File: src/pkg/pin_select_consts.svh
// Purpose: offsets, field positions and reset values of the remappable pin select unit
// Assumes: registers sit on aligned 32-bit words of an Avalon-MM slave, 16 bits used
// Notes: What this block does list follows
// What this block does
// - eight-bit input select; value N routes remappable pin N, pins 1 to 181
// - input select of zero feeds the peripheral input a constant low
// - unimplemented bits of every select register read back as zero
// - implemented select bits are read/write and clear to zero at reset
// - sync one in bits 15-8 of its register; sync two in bits 7-0 of another
// - six-bit output function per pin; even pin bits 5-0, odd pin bits 13-8
`ifndef PIN_SELECT_CONSTS_SVH
`define PIN_SELECT_CONSTS_SVH
`define OFS_UART_SEL 8'h00
`define OFS_SPI_CD_SEL 8'h04
`define OFS_SPI_SS_SEL 8'h08
`define OFS_SYNC1_SEL 8'h0C
`define OFS_SYNC2_SEL 8'h10
`define OFS_FLT56_SEL 8'h14
`define OFS_FLT78_SEL 8'h18
`define OFS_OUT3233_SEL 8'h1C
`define OFS_OUT3435_SEL 8'h20
`define MASK_BOTH_BYTES 16'hFFFF
`define MASK_LOW_BYTE 16'h00FF
`define MASK_HIGH_BYTE 16'hFF00
`define MASK_OUT_PAIR 16'h3F3F
`define SEL_RESET 16'h0000
`define LOW_LSB 0
`define HIGH_LSB 8
`define UNMAPPED_READ 32'h0000_0000
`endif

File: src/pkg/pin_select_pkg.sv
// Purpose: types shared by the remappable pin select unit
// Assumes: nothing beyond the constants header
// Notes: field widths are fixed here; the pin count is the NUM_PINS parameter of each module
package pin_select_pkg;
    typedef logic [7:0] pin_choice_type;
    typedef logic [5:0] out_func_type;
    typedef struct packed {
        logic uart_receive_input;
        logic uart_clear_to_send_input;
        logic spi_clock_in;
        logic spi_data_in;
        logic spi_slave_select_input;
        logic pwm_sync_one_in;
        logic pwm_sync_two_in;
        logic fault_five_in;
        logic fault_six_in;
        logic fault_seven_in;
        logic fault_eight_in;
    } periph_in_type;
    typedef struct packed {
        out_func_type pin35_output_function;
        out_func_type pin34_output_function;
        out_func_type pin33_output_function;
        out_func_type pin32_output_function;
    } out_sel_type;
endpackage

File: src/design/pin_input_route.sv
// Purpose: routes one remappable pin, or a constant low, to one peripheral input
// Assumes: pins vector is already synchronised; index 0 unused
// Notes: choices above the pin count also give low
module pin_input_route
    import pin_select_pkg::*;
#(
    parameter int NUM_PINS = 181
)
(
    input wire logic [NUM_PINS:0] pins,
    input wire pin_choice_type choice,
    output logic routed
);
    always_comb
    begin
        if (choice == 8'h00)
        begin
            routed = 1'b0;
        end
        else if (int'(choice) <= NUM_PINS)
        begin
            routed = pins[choice];
        end
        else
        begin
            routed = 1'b0;
        end
    end
endmodule

File: src/design/remappable_pin_select.sv
// Purpose: remappable pin select unit with Avalon-MM register access
// Assumes: 100 MHz clk, asynchronous active-low reset, pins come from outside the clock domain
// Notes: answers an access from idle in one cycle of waitrequest high, then low; one started right after the last takes two
`include "pin_select_consts.svh"
module remappable_pin_select
    import pin_select_pkg::*;
#(
    parameter int NUM_PINS = 181
)
(
    input wire logic clk,
    input wire logic arst_n,
    input wire logic [7:0] avs_address,
    input wire logic avs_read,
    input wire logic avs_write,
    input wire logic [31:0] avs_writedata,
    input wire logic [3:0] avs_byteenable,
    output logic [31:0] avs_readdata,
    output logic avs_waitrequest,
    input wire logic [NUM_PINS:1] remappable_pin,
    output periph_in_type periph_in,
    output out_sel_type out_sel
);
    typedef enum logic [1:0] {IDLE, ANSWER, DONE} bus_state_type;

    bus_state_type state_q, state_d;
    logic [15:0] uart_q, uart_d;
    logic [15:0] spi_cd_q, spi_cd_d;
    logic [15:0] spi_ss_q, spi_ss_d;
    logic [15:0] sync1_q, sync1_d;
    logic [15:0] sync2_q, sync2_d;
    logic [15:0] flt56_q, flt56_d;
    logic [15:0] flt78_q, flt78_d;
    logic [15:0] out3233_q, out3233_d;
    logic [15:0] out3435_q, out3435_d;
    logic [31:0] rdata_q, rdata_d;
    logic [NUM_PINS:1] pin_meta_q;
    logic [NUM_PINS:1] pin_sync_q;
    logic [NUM_PINS:0] pins_vec;
    logic [15:0] wmask;
    logic [15:0] wdata;
    logic [15:0] rsel;
    logic hit;
    logic do_write;

    // two-stage synchroniser on every pin before any routing reads it
    always_ff @(posedge clk or negedge arst_n)
    begin
        if (!arst_n)
        begin
            pin_meta_q <= '0;
            pin_sync_q <= '0;
        end
        else
        begin
            pin_meta_q <= remappable_pin;
            pin_sync_q <= pin_meta_q;
        end
    end

    assign pins_vec = {pin_sync_q, 1'b0};
    assign wmask = {{8{avs_byteenable[1]}}, {8{avs_byteenable[0]}}};
    assign wdata = avs_writedata[15:0];
    // the write lands only on the edge where waitrequest is seen low
    assign do_write = avs_write && (state_q == ANSWER);

    function automatic logic [15:0] upd(input logic [15:0] cur, input logic [15:0] impl);
        upd = ((cur & ~wmask) | (wdata & wmask)) & impl;
    endfunction

    // bus handshake: one wait cycle so read data comes from a flop
    always_comb
    begin
        state_d = state_q;
        unique case (state_q)
            IDLE:
            begin
                if (avs_read || avs_write)
                begin
                    state_d = ANSWER;
                end
            end
            ANSWER:
            begin
                state_d = DONE;
            end
            DONE:
            begin
                state_d = IDLE;
            end
        endcase
    end

    always_comb
    begin
        hit = 1'b1;
        rsel = 16'h0000;
        unique case (avs_address)
            `OFS_UART_SEL: rsel = uart_q;
            `OFS_SPI_CD_SEL: rsel = spi_cd_q;
            `OFS_SPI_SS_SEL: rsel = spi_ss_q;
            `OFS_SYNC1_SEL: rsel = sync1_q;
            `OFS_SYNC2_SEL: rsel = sync2_q;
            `OFS_FLT56_SEL: rsel = flt56_q;
            `OFS_FLT78_SEL: rsel = flt78_q;
            `OFS_OUT3233_SEL: rsel = out3233_q;
            `OFS_OUT3435_SEL: rsel = out3435_q;
            default: hit = 1'b0;
        endcase
    end

    always_comb
    begin
        uart_d = uart_q;
        spi_cd_d = spi_cd_q;
        spi_ss_d = spi_ss_q;
        sync1_d = sync1_q;
        sync2_d = sync2_q;
        flt56_d = flt56_q;
        flt78_d = flt78_q;
        out3233_d = out3233_q;
        out3435_d = out3435_q;
        rdata_d = rdata_q;
        if (state_q == IDLE && avs_read)
        begin
            // unimplemented bits are never stored, so they read as zero
            rdata_d = hit ? {16'h0000, rsel} : `UNMAPPED_READ;
        end
        if (do_write)
        begin
            unique case (avs_address)
                `OFS_UART_SEL: uart_d = upd(uart_q, `MASK_BOTH_BYTES);
                `OFS_SPI_CD_SEL: spi_cd_d = upd(spi_cd_q, `MASK_BOTH_BYTES);
                `OFS_SPI_SS_SEL: spi_ss_d = upd(spi_ss_q, `MASK_LOW_BYTE);
                `OFS_SYNC1_SEL: sync1_d = upd(sync1_q, `MASK_HIGH_BYTE);
                `OFS_SYNC2_SEL: sync2_d = upd(sync2_q, `MASK_LOW_BYTE);
                `OFS_FLT56_SEL: flt56_d = upd(flt56_q, `MASK_BOTH_BYTES);
                `OFS_FLT78_SEL: flt78_d = upd(flt78_q, `MASK_BOTH_BYTES);
                `OFS_OUT3233_SEL: out3233_d = upd(out3233_q, `MASK_OUT_PAIR);
                `OFS_OUT3435_SEL: out3435_d = upd(out3435_q, `MASK_OUT_PAIR);
                default:
                begin
                end
            endcase
        end
    end

    always_ff @(posedge clk or negedge arst_n)
    begin
        if (!arst_n)
        begin
            state_q <= IDLE;
            uart_q <= `SEL_RESET;
            spi_cd_q <= `SEL_RESET;
            spi_ss_q <= `SEL_RESET;
            sync1_q <= `SEL_RESET;
            sync2_q <= `SEL_RESET;
            flt56_q <= `SEL_RESET;
            flt78_q <= `SEL_RESET;
            out3233_q <= `SEL_RESET;
            out3435_q <= `SEL_RESET;
            rdata_q <= {16'h0000, `SEL_RESET};
        end
        else
        begin
            state_q <= state_d;
            uart_q <= uart_d;
            spi_cd_q <= spi_cd_d;
            spi_ss_q <= spi_ss_d;
            sync1_q <= sync1_d;
            sync2_q <= sync2_d;
            flt56_q <= flt56_d;
            flt78_q <= flt78_d;
            out3233_q <= out3233_d;
            out3435_q <= out3435_d;
            rdata_q <= rdata_d;
        end
    end

    assign avs_waitrequest = (avs_read || avs_write) && (state_q != ANSWER);
    assign avs_readdata = rdata_q;

    // choices in peripheral order, matching the struct fields
    pin_choice_type choices [11];
    logic [10:0] routed;

    always_comb
    begin
        choices[0] = uart_q[`LOW_LSB +: 8];
        choices[1] = uart_q[`HIGH_LSB +: 8];
        choices[2] = spi_cd_q[`HIGH_LSB +: 8];
        choices[3] = spi_cd_q[`LOW_LSB +: 8];
        choices[4] = spi_ss_q[`LOW_LSB +: 8];
        choices[5] = sync1_q[`HIGH_LSB +: 8];
        choices[6] = sync2_q[`LOW_LSB +: 8];
        choices[7] = flt56_q[`LOW_LSB +: 8];
        choices[8] = flt56_q[`HIGH_LSB +: 8];
        choices[9] = flt78_q[`LOW_LSB +: 8];
        choices[10] = flt78_q[`HIGH_LSB +: 8];
    end

    for (genvar g = 0; g < 11; g++)
    begin : g_route
        pin_input_route #(.NUM_PINS(NUM_PINS)) u_route (
            .pins(pins_vec),
            .choice(choices[g]),
            .routed(routed[g])
        );
    end

    // struct's first field is the msb, so reverse the vector
    always_comb
    begin
        periph_in.uart_receive_input = routed[0];
        periph_in.uart_clear_to_send_input = routed[1];
        periph_in.spi_clock_in = routed[2];
        periph_in.spi_data_in = routed[3];
        periph_in.spi_slave_select_input = routed[4];
        periph_in.pwm_sync_one_in = routed[5];
        periph_in.pwm_sync_two_in = routed[6];
        periph_in.fault_five_in = routed[7];
        periph_in.fault_six_in = routed[8];
        periph_in.fault_seven_in = routed[9];
        periph_in.fault_eight_in = routed[10];
    end

    always_comb
    begin
        out_sel.pin32_output_function = out3233_q[5:0];
        out_sel.pin33_output_function = out3233_q[13:8];
        out_sel.pin34_output_function = out3435_q[5:0];
        out_sel.pin35_output_function = out3435_q[13:8];
    end

    a_zero_gives_low: assert property (@(posedge clk) disable iff (!arst_n)
        (uart_q[7:0] == 8'h00) |-> !periph_in.uart_receive_input)
        else $error("zero choice did not give low");

    a_route_pin_n: assert property (@(posedge clk) disable iff (!arst_n)
        (spi_ss_q[7:0] != 8'h00 && int'(spi_ss_q[7:0]) <= NUM_PINS)
        |-> periph_in.spi_slave_select_input == pins_vec[spi_ss_q[7:0]])
        else $error("slave select not routed from chosen pin");

    a_unimpl_read_zero: assert property (@(posedge clk) disable iff (!arst_n)
        (state_q == ANSWER && avs_read && avs_address == `OFS_OUT3435_SEL)
        |-> (avs_readdata & 32'hFFFF_C0C0) == 32'h0000_0000)
        else $error("unimplemented output bits read nonzero");

    a_write_readback: assert property (@(posedge clk) disable iff (!arst_n)
        (do_write && avs_address == `OFS_UART_SEL && avs_byteenable[1:0] == 2'b11)
        |=> uart_q == $past(avs_writedata[15:0]))
        else $error("uart select write lost");

    a_ss_high_zero: assert property (@(posedge clk) disable iff (!arst_n)
        spi_ss_q[15:8] == 8'h00)
        else $error("slave select upper byte stored");

    a_sync_bytes: assert property (@(posedge clk) disable iff (!arst_n)
        sync1_q[7:0] == 8'h00 && sync2_q[15:8] == 8'h00)
        else $error("sync unimplemented byte stored");

    a_cts_from_high: assert property (@(posedge clk) disable iff (!arst_n)
        (uart_q[15:8] == 8'h00) |-> !periph_in.uart_clear_to_send_input)
        else $error("clear to send not from high byte");

    a_out_field: assert property (@(posedge clk) disable iff (!arst_n)
        (do_write && avs_address == `OFS_OUT3233_SEL && avs_byteenable[1])
        |=> out_sel.pin33_output_function == $past(avs_writedata[13:8]))
        else $error("pin33 function not from bits 13-8");

    a_fault_six_high: assert property (@(posedge clk) disable iff (!arst_n)
        (flt56_q[15:8] == 8'h00) |-> !periph_in.fault_six_in)
        else $error("fault six not from high byte");
endmodule

File: config.mk
export PLATFORM = sky130hd
export DESIGN_NAME = remappable_pin_select
export DESIGN_NICKNAME = d
export VERILOG_FILES = /design/src/pkg/pin_select_pkg.sv /design/src/design/pin_input_route.sv /design/src/design/remappable_pin_select.sv
export VERILOG_INCLUDE_DIRS = /design/src /design/src/pkg
export SDC_FILE = /design/constraint.sdc
export NUM_CORES = 1
export LEC_CHECK = 0
export ABC_CLOCK_PERIOD_IN_PS = 3000
export BUFFER_PORTS_ARGS = -buffer_cell sky130_fd_sc_hd__buf_2
export CORE_UTILIZATION = 55
export CTS_CLUSTER_SIZE = 30
export DETAILED_ROUTE_END_ITERATION = 16
export PLACE_DENSITY = 0.84
export SLEW_MARGIN = 10
export SYNTH_ARGS = -nofsm -noshare
export SYNTH_HDL_FRONTEND = slang
export SYNTH_SLANG_ARGS = --single-unit
File: constraint.sdc
create_clock -name clk -period 3 [get_ports clk]
set_input_delay 0.15 -clock clk [delete_from_list [all_inputs] [get_ports clk]]
set_output_delay 0.15 -clock clk [all_outputs]
set_load 0.01 [all_outputs]
# Word level (Yosys, flattened, before mapping)
# Index checks and enable logic that the tools add are counted.
[op_classes] magnitude_cmp=22 eq_ne=12 n_mux=49 bitwise=20 reduce_logical=27
[ops] cell="case mux 16 bit (9 select lines)" n=1
[ops] cell="< comparator 8 x 9 -> 1 bit (second input constant)" n=11
[ops] cell="AND 16 bit" n=6
[ops] cell="zero test 8 bit" n=12
[ops] cell="binary-select mux 1 bit (select 8 bit)" n=11
[ops] cell="less-or-equal comparator 8 bit (second input constant)" n=11
[ops] cell="OR 16 bit" n=5
[ops] cell="2-to-1 mux 1 bit" n=34
[ops] cell="equality test 8 x 5 -> 1 bit (second input constant)" n=4
[ops] cell="AND 14 bit" n=2
[ops] cell="OR 14 bit" n=2
[ops] cell="AND reduction 2 bit" n=9
[ops] cell="AND 8 bit" n=2
[ops] cell="equality test 8 x 4 -> 1 bit (second input constant)" n=2
[ops] cell="2-to-1 mux 16 bit" n=1
[ops] cell="NOT 16 bit" n=1
[ops] cell="OR 8 bit" n=2
[ops] cell="OR reduction 9 bit" n=1
[ops] cell="equality test 8 x 3 -> 1 bit (second input constant)" n=1
[ops] cell="equality test 8 x 6 -> 1 bit (second input constant)" n=1
[ops] cell="case mux 2 bit (3 select lines)" n=1
[ops] cell="logical AND 1 bit" n=3
[ops] cell="equality test 2 x 1 -> 1 bit (second input constant)" n=1
[ops] cell="equality test 2 bit (second input constant)" n=1
[ops] cell="5 further kinds" n=5
[word_totals] regBits=508 in_bits=229 output_inout_bits=68 wordCells=143

# Longest topological paths before layout
[depth] depth_word=4 depth_mapped=11 mapped_depth_nobuf=6

# Modules after synthesis
# A second synthesis with hierarchy kept.
[unflattened] hier_cells=2355 area_unflattened_um2=33729.8
[by_module_without_submodules] mod="pin_input_route at g_route[1].u_route ..." n_inst=9 cells_per_inst=140 area_each_um2=1702.9 seq_area_each_um2=0.0
[by_module_without_submodules] mod="remappable_pin_select" n_inst=1 cells_per_inst=825 area_each_um2=15113.2 seq_area_each_um2=12311.8
[by_module_without_submodules] mod="pin_input_route at g_route[0].u_route ..." n_inst=2 cells_per_inst=135 area_each_um2=1645.3 seq_area_each_um2=0.0

# Least setup slack after synthesis
# Ideal clock, no wire load.
[synth_path] path_type="flip-flop to output port" start="register with a tool-made name" end="output port periph_in[7] in the netlist's numbering" arrival_time_ps=2976 required_ps=2850 slack_ps=-126 stages_incl_launch_ff=11 n_path_buf=5 path_cell_list="dfrtp_1 clkbuf_1 buf_2 buf_2 buf_2 mux4_2 mux4_2 nor2_1 nor3_1 or3_1 buf_4"
[synth_lines] element="end: declaration" line="remappable_pin_select.sv:21" rtl="output periph_in_type periph_in,"

==> flow_metrics.env <==
export IMPL_layout_commonest_cell="mux4_2"
export IMPL_yosysTopAreaCell="mux4_2"
export IMPL_via_per_inst=7.868
export IMPL_critPathCaptureType="primary output"
export IMPL_p_sw_uw=4737
export IMPL_port_buffers=262
export IMPL_maxCapViolCount=0
export IMPL_wl_met2_mm=56.11
export IMPL_switching_share=0.2762
export IMPL_drt_pass1_iterations=8
export IMPL_cts_path_max_buffers=3
export IMPL_dpl_hpwl_mm=81.99
export IMPL_seq_power_share=0.446
export IMPL_gr_total_overflow=0
export IMPL_fmax_ghz=0.2608
export IMPL_yosysWarnings=0
export IMPL_place_area_um2=34820
export IMPL_stdcell_area_um2=40390
export IMPL_start_util=0.5581
export IMPL_syn_area_per_cell_um2=15.14
export IMPL_grt_pass1_vias=26520
export IMPL_ys_ff_latch=492
export IMPL_tightest_slew_ns=1.047
export IMPL_leakage_uw=0.01555
export IMPL_worst_slack_ns=-0.8344
export IMPL_status="complete, but fails checks"
export IMPL_synth_area_top_cells="mux4_2 41%, dfrtp_1 39%, mux2_2 4.4%"
export IMPL_hold_violations=0
export IMPL_worstPathArrival_ns=3.68
export IMPL_grt_use_total=0.4583
export IMPL_violations="setup timing"
export IMPL_mostFrequentLayoutCells="568 x mux4_2, 470 x dfrtp_1, 255 x buf_2, 235 x buf_4, 199 x dlygate4sd3_1"
export IMPL_slew_headroom=0.3018
export IMPL_slowest_delay_ns=0.57
export IMPL_synth_flop_cell="dfrtp_1"
export IMPL_row_count=87
export IMPL_gp_congestion=1.088
export IMPL_worstPathCellList="buf_12, mux4_2, mux4_2, mux4_2, and3b_1, or3b_4, buf_6"
export IMPL_drcViolationCount=0
export IMPL_required_ns=2.85
export IMPL_fp_dieArea_um2=58290
export IMPL_clockPowerShare=0.373
export IMPL_skew_ns=0.01445
export IMPL_pwr_share_comb=0.181
export IMPL_io_pins=297
export IMPL_fp_dieW_um=241.4
export IMPL_drive_gt1_frac=0.5668
export IMPL_top_layer="met5"
export IMPL_ant_nets=0
export IMPL_crit_path_frequent_cell="mux4_2"
export IMPL_clock_latency_ns=0.61
export IMPL_routed_wl_mm=130.3
export IMPL_area_delta_synth_final_pct=28.09
export IMPL_die_h_um=241.4
export IMPL_ff_latch_area_um2=12350
export IMPL_hold_slack_ns=0.06555
export IMPL_min_path_type="in2reg"
export IMPL_power_uw=17150
export IMPL_start_kind="flip-flop"
export IMPL_setup_viol=11
export IMPL_root_buffer="clkbuf_16"
export IMPL_utilization=0.7149
export IMPL_route_vias_total=26470
export IMPL_synth_enable_flop_cells=0
export IMPL_grt_setup_unrepaired="yes"
export IMPL_worst_setup_path_type="reg2out"
export IMPL_powerDensity_nw_per_um2=424.7
export IMPL_ys_seq_area_frac=0.3905
export IMPL_detail_route_wl_per_cell_um=38.75
export IMPL_finalNetCount=2799
export IMPL_grt_max_degree=88
export IMPL_cp_max_fo=5
export IMPL_post_route_period_util=1.278
export IMPL_cts_tree="done"
export IMPL_drtIter0Drc=5272
export IMPL_fp_coreArea_um2=56500
export IMPL_cts_sinks=492
export IMPL_synth_area_um2=31530
export IMPL_synthArstFlopShare=1.000
export IMPL_cpMaxStageDelayCell="mux4_2"
export IMPL_min_period_ns=3.834
export IMPL_antenna_found_initial=10
export IMPL_drt_met1_wl_mm=40.12
export IMPL_htree_num_levels=2
export IMPL_synth_distinct_cells=53
export IMPL_drv_slew=0
export IMPL_path_clk_slew_ns=0.07
export IMPL_grt_pass1_wl_mm=186.0
export IMPL_ir_worst_vdd_mv=0.5515
export IMPL_syn_instance_count=2082
export IMPL_route_met3_wl_mm=22.30
export IMPL_nFillCells=3375
export IMPL_synth_top_area_frac=0.4057
export IMPL_internal_power_uw=12420
export IMPL_multiInputGateArea_um2=17940
export IMPL_cts_buffers=46
==> worst max-delay path: cells and delay by family (launching register included) <==
| kind | cells | cell delay [ns] |
|---|---|---|
| muxes | 3 | 1.67 |
| and+or+nand+nor | 2 | 0.61 |
| DFF | 1 | 0.47 |
| buffers and inverters | 2 | 0.31 |
==> stage by stage <==
stage / instances / setup slack [ns] / setup TNS, ns
finish: 3364 / -0.8344 / -5.462
global route: 3360 / -0.8304 / -5.593
CTS: 3340 / -0.7131 / -4.299
detailed placement: 2992 / -0.3457 / -0.9004
global placement: 2992 / -0.3057 / -0.8052
floorplan: 2097 / -0.02994 / -0.02994
==> layer usage <==
| metal | vias to the layer above | GRT usage |
|---|---|---|
| met3 | 864 | 0.2179 |
| met2 | 2951 | 0.6660 |
| met4 | 10 | 0.2775 |
| li1 | 9351 | - |
| met5 | - | 0.01178 |
| met1 | 13290 | 0.5556 |
==> final cells by class <==
| cell class | instances | area share |
|---|---|---|
| multi-input combinational | 1203 | 0.4443 |
| sequential | 492 | 0.3059 |
| timing repair buffer | 808 | 0.1834 |
| clock buffer | 62 | 0.03380 |
| tap | 756 | 0.02342 |
| clock inverter | 23 | 0.007373 |
| inverter | 16 | 0.001487 |
| antenna | 4 | 0.0002478 |
==> kinds of logic after synthesis <==
family          count (synthesis)  share of synthesized area
flops                         492                     0.3905
simple gates                  229                    0.03774
fa+ha+maj                       3                   0.001191
compound gates                217                    0.05171
mux                           738                     0.4646
other cells                     1                  0.0001189
buf+inv                       402                    0.05413
==> path summary, 6_finish.rpt <==
kind	slack, ns	cells after the start	to	from
min reg2reg	0.34	0	pin_sync_q[68]	pin_meta_q[68]
max reg2reg	0.95	5	flip-flop	state_q[1]
max in group asynchronous	1.72	4	asynchronous set/reset pin	arst_n
min in group asynchronous	0.12	2	pin_meta_q[38]	arst_n
max	-0.83	7	periph_in[10]	flip-flop
min	0.07	2	flip-flop	avs_writedata[0]
==> power by group through the flow <==
| stage | combinational, µW | sequential [µW] | clock (µW) |
|---|---|---|---|
| 6_report | 3100 | 7660 | 6400 |
| 5_1_grt | 3220 | 7660 | 6720 |
| 4_1_cts | 2930 | 7600 | 6380 |
| 3_5_place_dp | 2550 | 7720 | 0 |
| 3_3_place_gp | 2470 | 7690 | 0 |
| 2_1_floorplan | 1690 | 7360 | 0 |
==> cells in the mapped netlist, drive strengths merged, types with 19 or more instances <==
| cell type | n |
|---|---|
| nand2b | 19 |
| clkbuf | 278 |
| buf | 108 |
| a22oi | 43 |
| nor2b | 31 |
| nand2 | 47 |
| a21oi | 23 |
| nor2 | 53 |
| a222oi | 20 |
| mux2i | 46 |
| mux4 | 568 |
| dfrtp | 492 |
| mux2 | 124 |
==> timing repair <==
item                                    4_1_cts  5_1_grt
cloned                                       19        2
gates resized for setup                     122       33
hold buffers                                199        0
pin swaps                                    22       15
setup buffers                                49       20
endpoints found under the setup margin       11       11
hold endpoints to repair                    364        0
No activity file was read; power rests on OpenSTA's default activity.
